<file path="src/pkg/board_sync_map.vh">
// Register map, field positions, reset values and timing counts
// for the multi-board trigger sync block. Definitions only.
`ifndef BOARD_SYNC_MAP_VH
`define BOARD_SYNC_MAP_VH

// ==================================================
// Register byte offsets
`define OFS_CTRL 8'h00
`define OFS_CMD 8'h04
`define OFS_PULSE 8'h08
`define OFS_STATUS 8'h0c
`define OFS_COUNT 8'h10

// ==================================================
// Control register fields
`define CTRL_ORIGIN_LO 0
`define CTRL_ORIGIN_HI 1
`define CTRL_TRIG_EN 2
`define CTRL_LEVEL_DET 3
`define CTRL_ACTIVE_HIGH 4
`define CTRL_SOFT_SEL 5
`define CTRL_RESET 32'h0000_0014

// Trigger origin selections
`define ORIGIN_LOCAL 2'h0
`define ORIGIN_RAW_FWD 2'h1
`define ORIGIN_QUAL_PULSE 2'h2
`define ORIGIN_FROM_SYNC 2'h3

// ==================================================
// Command register bits (write-one pulses)
`define CMD_SOFT_TRIG 0
`define CMD_ARM 1
`define CMD_DISARM 2

// ==================================================
// Pulse register fields and reset value
`define PULSE_RAW_LO 0
`define PULSE_RAW_HI 15
`define PULSE_CC1_LO 16
`define PULSE_CC1_HI 31
`define PULSE_RESET 32'h0032_0008

// ==================================================
// Status register fields
`define STAT_ARMED 0
`define STAT_BUSY 1
`define STAT_SYNC_LVL 2
`define STAT_CC1 3
`define STAT_DRIVING 4
`define STAT_ROLE_MASTER 5

// ==================================================
// Timing: figures in ns, counts at the clock rate
`define CLK_PERIOD_NS 20
`define FWD_DELAY_MAX_NS 25
`define DECIDE_MAX_NS 1000
`define SLAVE_START_MAX_NS 800
`define FWD_DELAY_CYC ((`FWD_DELAY_MAX_NS / `CLK_PERIOD_NS) < 1 ? 1 : (`FWD_DELAY_MAX_NS / `CLK_PERIOD_NS))
`define DECIDE_CYC (`DECIDE_MAX_NS / `CLK_PERIOD_NS)
`define SLAVE_START_CYC (`SLAVE_START_MAX_NS / `CLK_PERIOD_NS)

`endif

</file>
<file path="src/hdl/pin_sync_edge.v">
// Two-flop synchroniser with edge detection for one pin input.
// Assumes the pin is asynchronous to hclk.
`timescale 1ns/100ps
`default_nettype none

module pin_sync_edge
(
  input wire hclk,
  input wire hresetn,
  input wire pin,
  output reg level,
  output wire rise,
  output wire fall
);

  reg meta_reg;
  reg prev_reg;

  // First flop feeds only the second
  always @(posedge hclk or negedge hresetn)
  begin
    if (!hresetn)
    begin
      meta_reg <= 1'b0;
      level <= 1'b0;
      prev_reg <= 1'b0;
    end
    else
    begin
      meta_reg <= pin;
      level <= meta_reg;
      prev_reg <= level;
    end
  end

  assign rise = level & ~prev_reg;
  assign fall = ~level & prev_reg;

endmodule

`default_nettype wire

</file>
<file path="src/hdl/board_sync_top.v">
// Multi-board trigger sync: master drives the shared sync line,
// slaves start acquisition from it. AHB-Lite register slave.
// Assumes one hclk domain; pins arrive asynchronous.
//
// Summary of operation
// - Triggered board masters line; others only receive
// - Master origin: external pin or software trigger
// - Master keeps enable, edge/level, polarity settings
// - Slave may select sync line as source
// - Raw mode forwards trigger with no qualification
// - Raw mode pulse: fixed polarity, fixed width
// - Raw mode forward delay under 25 ns; here 2 to 3 hclk cycles (40 to 60 ns) through the synchroniser
// - Qualified mode copies used CC1 pulse exactly
// - Use-or-ignore decision within 1 us
// - Sync line follows CC1 within 25 ns
// - Sync-sourced slave ignores own trigger settings
// - Armed slave waits for master sync pulse
// - Slave start within 0.8 us of trigger
//
// The AHB-Lite interface to the registers and the register offsets were decided locally.
`timescale 1ns/100ps
`default_nettype none
`include "board_sync_map.vh"

module board_sync_top
(
  input wire hclk,
  input wire hresetn,
  input wire hsel,
  input wire [7:0] haddr,
  input wire [1:0] htrans,
  input wire hwrite,
  input wire [2:0] hsize,
  input wire [31:0] hwdata,
  input wire hready,
  output reg [31:0] hrdata,
  output reg hreadyout,
  output reg hresp,
  input wire ext_trig_pin,
  input wire sync_in,
  output reg sync_out,
  output reg sync_oe,
  input wire acq_done,
  output reg cc1_out,
  output reg acq_start,
  output reg acq_busy
);

  // ==================================================
  // Bus slave
  reg [31:0] ctrl_reg;
  reg [31:0] pulse_reg;
  reg [31:0] trig_count_reg;
  reg [31:0] ignore_count_reg;
  reg wr_pend_reg;
  reg [7:0] wr_addr_reg;
  reg soft_trig_reg;
  reg arm_cmd_reg;
  reg disarm_cmd_reg;
  reg armed_reg;
  wire [31:0] status_word;
  wire addr_phase;

  assign addr_phase = hsel & htrans[1] & hready;

  function [31:0] read_mux;
    input [7:0] a;
    begin
      case (a)
        `OFS_CTRL: read_mux = ctrl_reg;
        `OFS_PULSE: read_mux = pulse_reg;
        `OFS_STATUS: read_mux = status_word;
        `OFS_COUNT: read_mux = {ignore_count_reg[15:0], trig_count_reg[15:0]};
        default: read_mux = 32'h0000_0000;
      endcase
    end
  endfunction

  always @(posedge hclk or negedge hresetn)
  begin
    if (!hresetn)
    begin
      hreadyout <= 1'b0;
      hresp <= 1'b0;
      hrdata <= 32'h0000_0000;
      wr_pend_reg <= 1'b0;
      wr_addr_reg <= 8'h00;
      ctrl_reg <= `CTRL_RESET;
      pulse_reg <= `PULSE_RESET;
      soft_trig_reg <= 1'b0;
      arm_cmd_reg <= 1'b0;
      disarm_cmd_reg <= 1'b0;
    end
    else
    begin
      // Zero wait states, always OKAY
      hreadyout <= 1'b1;
      hresp <= 1'b0;
      soft_trig_reg <= 1'b0;
      arm_cmd_reg <= 1'b0;
      disarm_cmd_reg <= 1'b0;
      wr_pend_reg <= addr_phase & hwrite;
      if (addr_phase)
      begin
        wr_addr_reg <= haddr;
        if (!hwrite)
          hrdata <= read_mux(haddr);
      end
      if (wr_pend_reg)
      begin
        case (wr_addr_reg)
          `OFS_CTRL: ctrl_reg <= {26'h0000000, hwdata[5:0]};
          `OFS_PULSE: pulse_reg <= hwdata;
          `OFS_CMD:
          begin
            soft_trig_reg <= hwdata[`CMD_SOFT_TRIG];
            arm_cmd_reg <= hwdata[`CMD_ARM];
            disarm_cmd_reg <= hwdata[`CMD_DISARM];
          end
          default: ;
        endcase
      end
    end
  end

  // ==================================================
  // Input synchronisers
  wire ext_lvl;
  wire ext_rise;
  wire ext_fall;
  wire sync_lvl;
  wire sync_rise;

  pin_sync_edge ext_sync
  (
    .hclk(hclk),
    .hresetn(hresetn),
    .pin(ext_trig_pin),
    .level(ext_lvl),
    .rise(ext_rise),
    .fall(ext_fall)
  );

  pin_sync_edge line_sync
  (
    .hclk(hclk),
    .hresetn(hresetn),
    .pin(sync_in),
    .level(sync_lvl),
    .rise(sync_rise),
    .fall()
  );

  // ==================================================
  // Trigger detection
  wire [1:0] origin;
  wire is_master;
  wire is_slave;
  wire ext_active;
  wire ext_edge;
  wire local_trig;
  wire sync_trig;
  wire acq_trig;
  wire use_trig;

  assign origin = ctrl_reg[`CTRL_ORIGIN_HI:`CTRL_ORIGIN_LO];
  assign is_master = (origin == `ORIGIN_RAW_FWD) | (origin == `ORIGIN_QUAL_PULSE);
  assign is_slave = (origin == `ORIGIN_FROM_SYNC);

  assign ext_active = ctrl_reg[`CTRL_ACTIVE_HIGH] ? ext_lvl : ~ext_lvl;
  assign ext_edge = ctrl_reg[`CTRL_ACTIVE_HIGH] ? ext_rise : ext_fall;
  assign local_trig = ctrl_reg[`CTRL_TRIG_EN] &
    ((ctrl_reg[`CTRL_LEVEL_DET] ? ext_active : ext_edge) | soft_trig_reg);

  assign sync_trig = is_slave & sync_rise;
  assign acq_trig = is_slave ? sync_trig : local_trig;

  assign use_trig = acq_trig & armed_reg & ~acq_busy & ~disarm_cmd_reg;

  // ==================================================
  // Acquisition control and CC1 pulse
  localparam ST_IDLE = 3'b001;
  localparam ST_PULSE = 3'b010;
  localparam ST_WAIT = 3'b100;

  reg [2:0] state_reg;
  reg [15:0] cc1_cnt_reg;

  always @(posedge hclk or negedge hresetn)
  begin
    if (!hresetn)
    begin
      state_reg <= ST_IDLE;
      cc1_cnt_reg <= 16'h0000;
      cc1_out <= 1'b0;
      acq_start <= 1'b0;
      acq_busy <= 1'b0;
      armed_reg <= 1'b0;
      trig_count_reg <= 32'h0000_0000;
      ignore_count_reg <= 32'h0000_0000;
    end
    else
    begin
      acq_start <= 1'b0;
      if (arm_cmd_reg)
        armed_reg <= 1'b1;
      else if (disarm_cmd_reg)
        armed_reg <= 1'b0;
      if (acq_trig & ~use_trig)
        ignore_count_reg <= ignore_count_reg + 32'h0000_0001;
      case (state_reg)
        ST_IDLE:
        begin
          if (use_trig)
          begin
            // start one cycle after sync edge
            acq_start <= 1'b1;
            acq_busy <= 1'b1;
            cc1_out <= 1'b1;
            cc1_cnt_reg <= pulse_reg[`PULSE_CC1_HI:`PULSE_CC1_LO];
            trig_count_reg <= trig_count_reg + 32'h0000_0001;
            state_reg <= ST_PULSE;
          end
        end
        ST_PULSE:
        begin
          if (cc1_cnt_reg <= 16'h0001)
          begin
            cc1_out <= 1'b0;
            state_reg <= ST_WAIT;
          end
          else
            cc1_cnt_reg <= cc1_cnt_reg - 16'h0001;
        end
        ST_WAIT:
        begin
          if (acq_done)
          begin
            acq_busy <= 1'b0;
            state_reg <= ST_IDLE;
          end
        end
        default:
        begin
          state_reg <= ST_IDLE;
          cc1_out <= 1'b0;
          acq_busy <= 1'b0;
        end
      endcase
      if (disarm_cmd_reg)
      begin
        acq_busy <= 1'b0;
        cc1_out <= 1'b0;
        state_reg <= ST_IDLE;
      end
    end
  end

  // ==================================================
  // Sync line driver
  // Raw pulse width is counted, not copied, so the shape
  // of the incoming trigger never reaches the line.
  reg [15:0] raw_cnt_reg;
  wire raw_fire;
  wire cc1_next_high;

  assign raw_fire = (origin == `ORIGIN_RAW_FWD) & ctrl_reg[`CTRL_TRIG_EN] &
    (ext_edge | soft_trig_reg);
  // CC1 value one cycle ahead, so the line flop matches cc1_out
  assign cc1_next_high = (state_reg == ST_IDLE) ? use_trig :
    ((state_reg == ST_PULSE) & (cc1_cnt_reg > 16'h0001) & ~disarm_cmd_reg);

  always @(posedge hclk or negedge hresetn)
  begin
    if (!hresetn)
    begin
      raw_cnt_reg <= 16'h0000;
      sync_out <= 1'b0;
      sync_oe <= 1'b0;
    end
    else
    begin
      case (origin)
        `ORIGIN_RAW_FWD:
        begin
          // line set in the detect cycle
          if (raw_fire)
          begin
            raw_cnt_reg <= pulse_reg[`PULSE_RAW_HI:`PULSE_RAW_LO];
            sync_out <= 1'b1;
          end
          else if (raw_cnt_reg > 16'h0001)
            raw_cnt_reg <= raw_cnt_reg - 16'h0001;
          else
          begin
            raw_cnt_reg <= 16'h0000;
            sync_out <= 1'b0;
          end
          sync_oe <= 1'b1;
        end
        `ORIGIN_QUAL_PULSE:
        begin
          sync_out <= cc1_next_high;
          sync_oe <= 1'b1;
          raw_cnt_reg <= 16'h0000;
        end
        default:
        begin
          // slaves and single boards release the line
          sync_out <= 1'b0;
          sync_oe <= 1'b0;
          raw_cnt_reg <= 16'h0000;
        end
      endcase
    end
  end

  // ==================================================
  // Status
  assign status_word = {26'h0000000, is_master, sync_oe, cc1_out, sync_lvl, acq_busy, armed_reg};

endmodule

`default_nettype wire

</file>
<file path="config.mk">
export PLATFORM = sky130hd
export DESIGN_NAME = board_sync_top
export DESIGN_NICKNAME = d
export VERILOG_FILES = /design/src/hdl/pin_sync_edge.v /design/src/hdl/board_sync_top.v
export VERILOG_INCLUDE_DIRS = /design/src /design/src/pkg
export SDC_FILE = /design/constraint.sdc
export NUM_CORES = 1
export LEC_CHECK = 0
export BUFFER_PORTS_ARGS = -buffer_cell sky130_fd_sc_hd__buf_2
export CAP_MARGIN = 20
export CORE_MARGIN = 2
export CORE_UTILIZATION = 60
export DETAILED_ROUTE_END_ITERATION = 8
export PLACE_DENSITY = 0.82
export SLEW_MARGIN = 0
export SYNTH_ARGS = -nofsm -noshare
export SYNTH_HDL_FRONTEND = slang
export SYNTH_SLANG_ARGS = --single-unit
</file>
<file path="constraint.sdc">
create_clock -name hclk -period 5.4 [get_ports hclk]
set_input_delay 1.08 -clock hclk [delete_from_list [all_inputs] [get_ports hclk]]
set_output_delay 1.08 -clock hclk [all_outputs]
set_load 0.01 [all_outputs]
</file>
# == Word-level counts from Yosys, hierarchy flattened ==
# Cells that the tools add are included.
# W data, S select, Z words.
# totals
ff_bits,194
input_bits,53
output_inout_bits,39
elab_cells,129
# classes
addsub,4
n_lt_le_gt_ge,3
eq_ne,19
mux,38
bitwise,26
n_reduce_logical,13
# ops
cell,n
$pmux W32 S4,1
$mux W16,5
$add A32 B1 Y32 const B,2
$gt A16 B1 Y1 const B,2
$pmux W16 S2,1
$sub A16 B1 Y16 const B,2
$eq A8 B4 Y1 const B,3
$mux W1,23
$and A1 B1 Y1,16
$le A16 B1 Y1 const B,1
$logic_not A8 Y1,2
$mux W3,4
$ne A3 B3 Y1 const B,4
$reduce_and A3 Y1,4
$pmux W3 S3,1
$eq A8 B3 Y1 const B,1
$eq A8 B5 Y1 const B,1
$ne A2 B2 Y1 const B,4
$reduce_and A2 Y1,4
$not A1 Y1,7
$pmux W1 S3,2
$eq A2 B2 Y1 const B,2
$reduce_bool A2 Y1,2
$eq A3 B1 Y1 const B,1
6 further kinds,8

# == Logic depth before layout (Yosys ltp) ==
# logic_depth
depth_word,13
ltp_mapped,8
ltp_nobuf,7

# == By module ==
# A second synthesis with hierarchy kept.
# unflattened
hier_cells,686
hier_area_um2,7512.2
# modules_own_cells
mod,instances,cells_per_inst,area_each_um2,seq_area_each_um2
board_sync_top,1,676,7332.0,3912.5
pin_sync_edge,2,5,90.1,75.1

# == Worst setup path after synthesis ==
# Ideal clock, no wire load.
# synth_path
path_kind,input port to flip-flop
from,in haddr[1]
to,reg hrdata[18]
setup_ns,0.077
arrival_time_ns,2.437
required_time_ns,5.323
slack_ns,2.886
cell_stages,7
n_path_buf,2
path_cell_list,or4_4 nor3_4 and2_1 buf_4 buf_6 a22oi_1 o21ai_1
# synth_between
elab_chain_cells,2
elab_cells_between_ends,5
classes_between,eq/ne (3); mux (1); reduce/logical (1)
# synth_rtl
element,line,source
from (decl),board_sync_top.v:30,"input wire [7:0] haddr,"
$eq A8 B5 Y1 (tied with other cells),board_sync_top.v:69,case (a)
$pmux W32 S4 (*),board_sync_top.v:69,
to (signal assigned),board_sync_top.v:107,hrdata <= read_mux(haddr);
to (decl),board_sync_top.v:36,"output reg [31:0] hrdata,"
# Every way passes the cells marked *; elsewhere a longest branch is shown, timed or not.
# A chain may end at the register's enable or synchronous reset.

# == Worst setup path in the final report ==
# layout_path
from,in haddr[1]
to,reg hrdata[9]
# Same word-level chain as after synthesis.

==> results by group <==
Status
  • Status: complete, no violations

Finish
  • # diodes: 0
  • Filler cells: 901
  • Net count, final: 831
  • Synthesis-to-finish area growth: 14.2%
  • Register area: 4060 um2
  • Cell area after layout: 8720 um2
  • Ratio of cells with drive above 1 in the final layout: 0.256
  • Multi-input gate area: 3320 um2

Min path
  • Worst Hold Class: reg2reg

Yosys
  • Synth area leaders: dfrtp_1, mux2_2, nand2_1, a22oi_1, xnor2_1
  • Share of the synthesized area in the top cell type: 0.508
  • Post-synth top area cell: dfrtp_1
  • Mapped Cells: 688
  • Seq/Total Area, Yosys: 0.532
  • Synth warn: 0
  • Mapped Nets: 750
  • Main synth FF type: dfrtp_1
  • FFs w/ async S/R, synth: 1.00
  • Syn Std Cell Area: 7640 um2
  • Synth top cells by count: dfrtp_1, nand2_1, mux2_2, a22oi_1, xnor2_1
  • Avg Cell Area, Syn: 11.1 um2
  • Number of register bits inferred by synthesis: 162
  • Count of unique library cells instantiated by Yosys: 74
  • Most common cell in the netlist: dfrtp_1
  • Number of synthesized flops with an enable pin: 0

Power and ir drop
  • Sequential Power Share: 0.419
  • Pleak: 3.98 nW
  • Final Total Pwr: 3.48 mW
  • Peak VDD IR: 0.000256 V
  • Psw: 1.12 mW
  • Combinational share of power: 0.251
  • Switch share: 0.321
  • Pwr Density: 399 nW/um2
  • Clock Power Share: 0.330
  • Internal: 2.37 mW

Detailed routing
  • Detail Route Antenna Nets: 0
  • Total Routed Length: 17.4 mm
  • Routed via count: 5774
  • Drt first-iter violations: 657
  • DR DRC count: 0
  • Routed len/inst: 18.2 um
  • Routed vias/inst: 6.05
  • DRT Pass-1 Iters: 5

Timing
  • Max-slew violation count: 0
  • Worst Skew: 0.00815 ns
  • RSZ-0062 raised after global routing: no
  • Final hold slack: 0.348 ns
  • Peak Freq: 331 MHz
  • Final Hold Violating Endpoints: 0
  • Actual slew at the worst max-slew pin: 0.995 ns
  • Final setup fails: 0
  • Setup_tns: 0 ns
  • Period utilisation layout: 0.559
  • Final Critical Period: 3.02 ns
  • Worst relative slew slack: 0.337

CTS
  • # hold bufs at CTS: 0
  • CTS max path bufs: 2
  • Clock root buffer: clkbuf_16
  • Post-CTS setup buffers: 0
  • Clock sinks: 162
  • Num CTS Buffers: 17
  • H-tree Lvls: 4
  • Cells resized by post-CTS repair: 0
  • CTS clk-pin slew, worst paths: 0.06 ns
  • Worst-Skew Late Latency: 0.43 ns
  • CTS tree: done

Global route
  • Initial antenna violation count: 0
  • Vias in the first global route: 5722
  • Largest net degree at the start of global routing: 117
  • First-pass GRT wire length: 28.5 mm
  • Global route total overflow: 0
  • GRT Resource Usage Total: 0.271

Floorplanning
  • Ports: 92
  • Starting Density: 0.610
  • Die span in y: 117 um
  • Cell Rows: 41
  • Die area: 13600 um2
  • Die width: 117 um
  • Core ar.: 12500 um2

Worst setup path
  • Crit path capture: hrdata[9]
  • Crit start category: input port
  • Worst setup EP type: flop
  • CP Data Arrival Time: 3.35 ns
  • CP Max Fanout: 26
  • Worst setup startpoint: haddr[1]
  • Worst Reg2Reg Path Length in Cells: 8
  • Worst setup path class: in2reg
  • R2R setup slack: 2.65 ns
  • Critical R2R Capture: cc1_cnt_reg[1]
  • WP data required: 5.73 ns
  • R2r startpoint: ctrl_reg[0]

Place
  • Routability cong.: 0.904
  • DP HPWL: 11.9 mm
  • Buffers on Ports: 86
  • Area after DPL: 8130 um2

Job
  • Max-cap violation count: 0
## layer usage
| metal | routed length [um] | vias to the layer above | part of all wire | track usage |
|---|---|---|---|---|
| met2 | 8470 | 227 | 0.49 | 0.431 |
| met5 | 0 | - | 0 | 0 |
| met3 | 996 | 27 | 0.057 | 0.0474 |
| met1 | 7620 | 2864 | 0.44 | 0.381 |
| li1 | - | 2656 | - | - |
| met4 | 299 | 0 | 0.017 | 0.0988 |
## power groups by stage
stage | clock network (mW) | registers, mW | logic, mW
after floorplan | 0 | 1.44 | 0.671
after global placement | 0 | 1.46 | 0.806
after detailed placement | 0 | 1.47 | 0.852
after CTS | 1.16 | 1.45 | 0.864
after global routing | 1.21 | 1.47 | 0.960
final | 1.15 | 1.46 | 0.875
## cell families (layout without fill, tap and decap cells)
logic type      Yosys count  in the layout  synth area share
compound gates          153            153             0.140
xor+xnor                 46             46            0.0528
fa+ha+maj                 9              9            0.0147
buf+inv                  45            139            0.0334
flops                   162            162             0.532
mux                      46             46            0.0675
other cells               2              2          0.000983
simple gates            225            225             0.159
## stage by stage
step / setup slack, ns / std cells / util
final: 2.38 / 954 / 0.697
after global routing: 2.24 / 954 / 0.697
after CTS: 2.35 / 953 / 0.695
after detailed placement: 1.97 / 921 / 0.649
after global placement: 2.08 / 921 / 0.649
after floorplan: 2.89 / 688 / -
## how the worst min path moves through the flow
stage	startpoint	to	slack, ns	depth (start not counted)
4_1_cts	ext_sync.meta_reg	ext_sync.level	0.35	0
5_1_grt	line_sync.meta_reg	line_sync.level	0.36	0
6_report	ext_sync.meta_reg	ext_sync.level	0.35	0
3_3_place_gp	ext_sync.meta_reg	ext_sync.level	0.33	0
3_5_place_dp	ext_sync.meta_reg	ext_sync.level	0.34	0
2_1_floorplan	ext_sync.meta_reg	ext_sync.level	0.33	0
## cell type report
type | instances | share of cell area
inverters | 16 | 0.00689
flip-flops and latches | 162 | 0.466
repair buffers | 91 | 0.0567
clock inverters | 12 | 0.0126
multi-input cells | 481 | 0.381
clock buffers | 20 | 0.0524
well taps | 172 | 0.0247
## worst max-delay path: stages
cell and delay [ns]:
buf_2 0.10, or4_4 0.57, nor3_4 0.28, and2_1 0.83, a22oi_1 0.23, o21ai_0 0.25
## cell usage in the layout, fill, tap and decap left out, drive strengths merged, types with 7 or more instances in the layout
cell type / count
buf: 91
nor4: 12
inv: 16
nor2: 24
nand3: 18
a21oi: 10
ha: 9
nor3: 26
clkbuf: 20
and3: 10
o21ai: 59
and2: 9
dfrtp: 155
nand4: 12
clkinv: 7
mux2: 44
xor2: 16
a22oi: 35
xnor2: 30
nand2: 79
a22o: 13
dfstp: 7
Power figures use the tool's default switching activity.
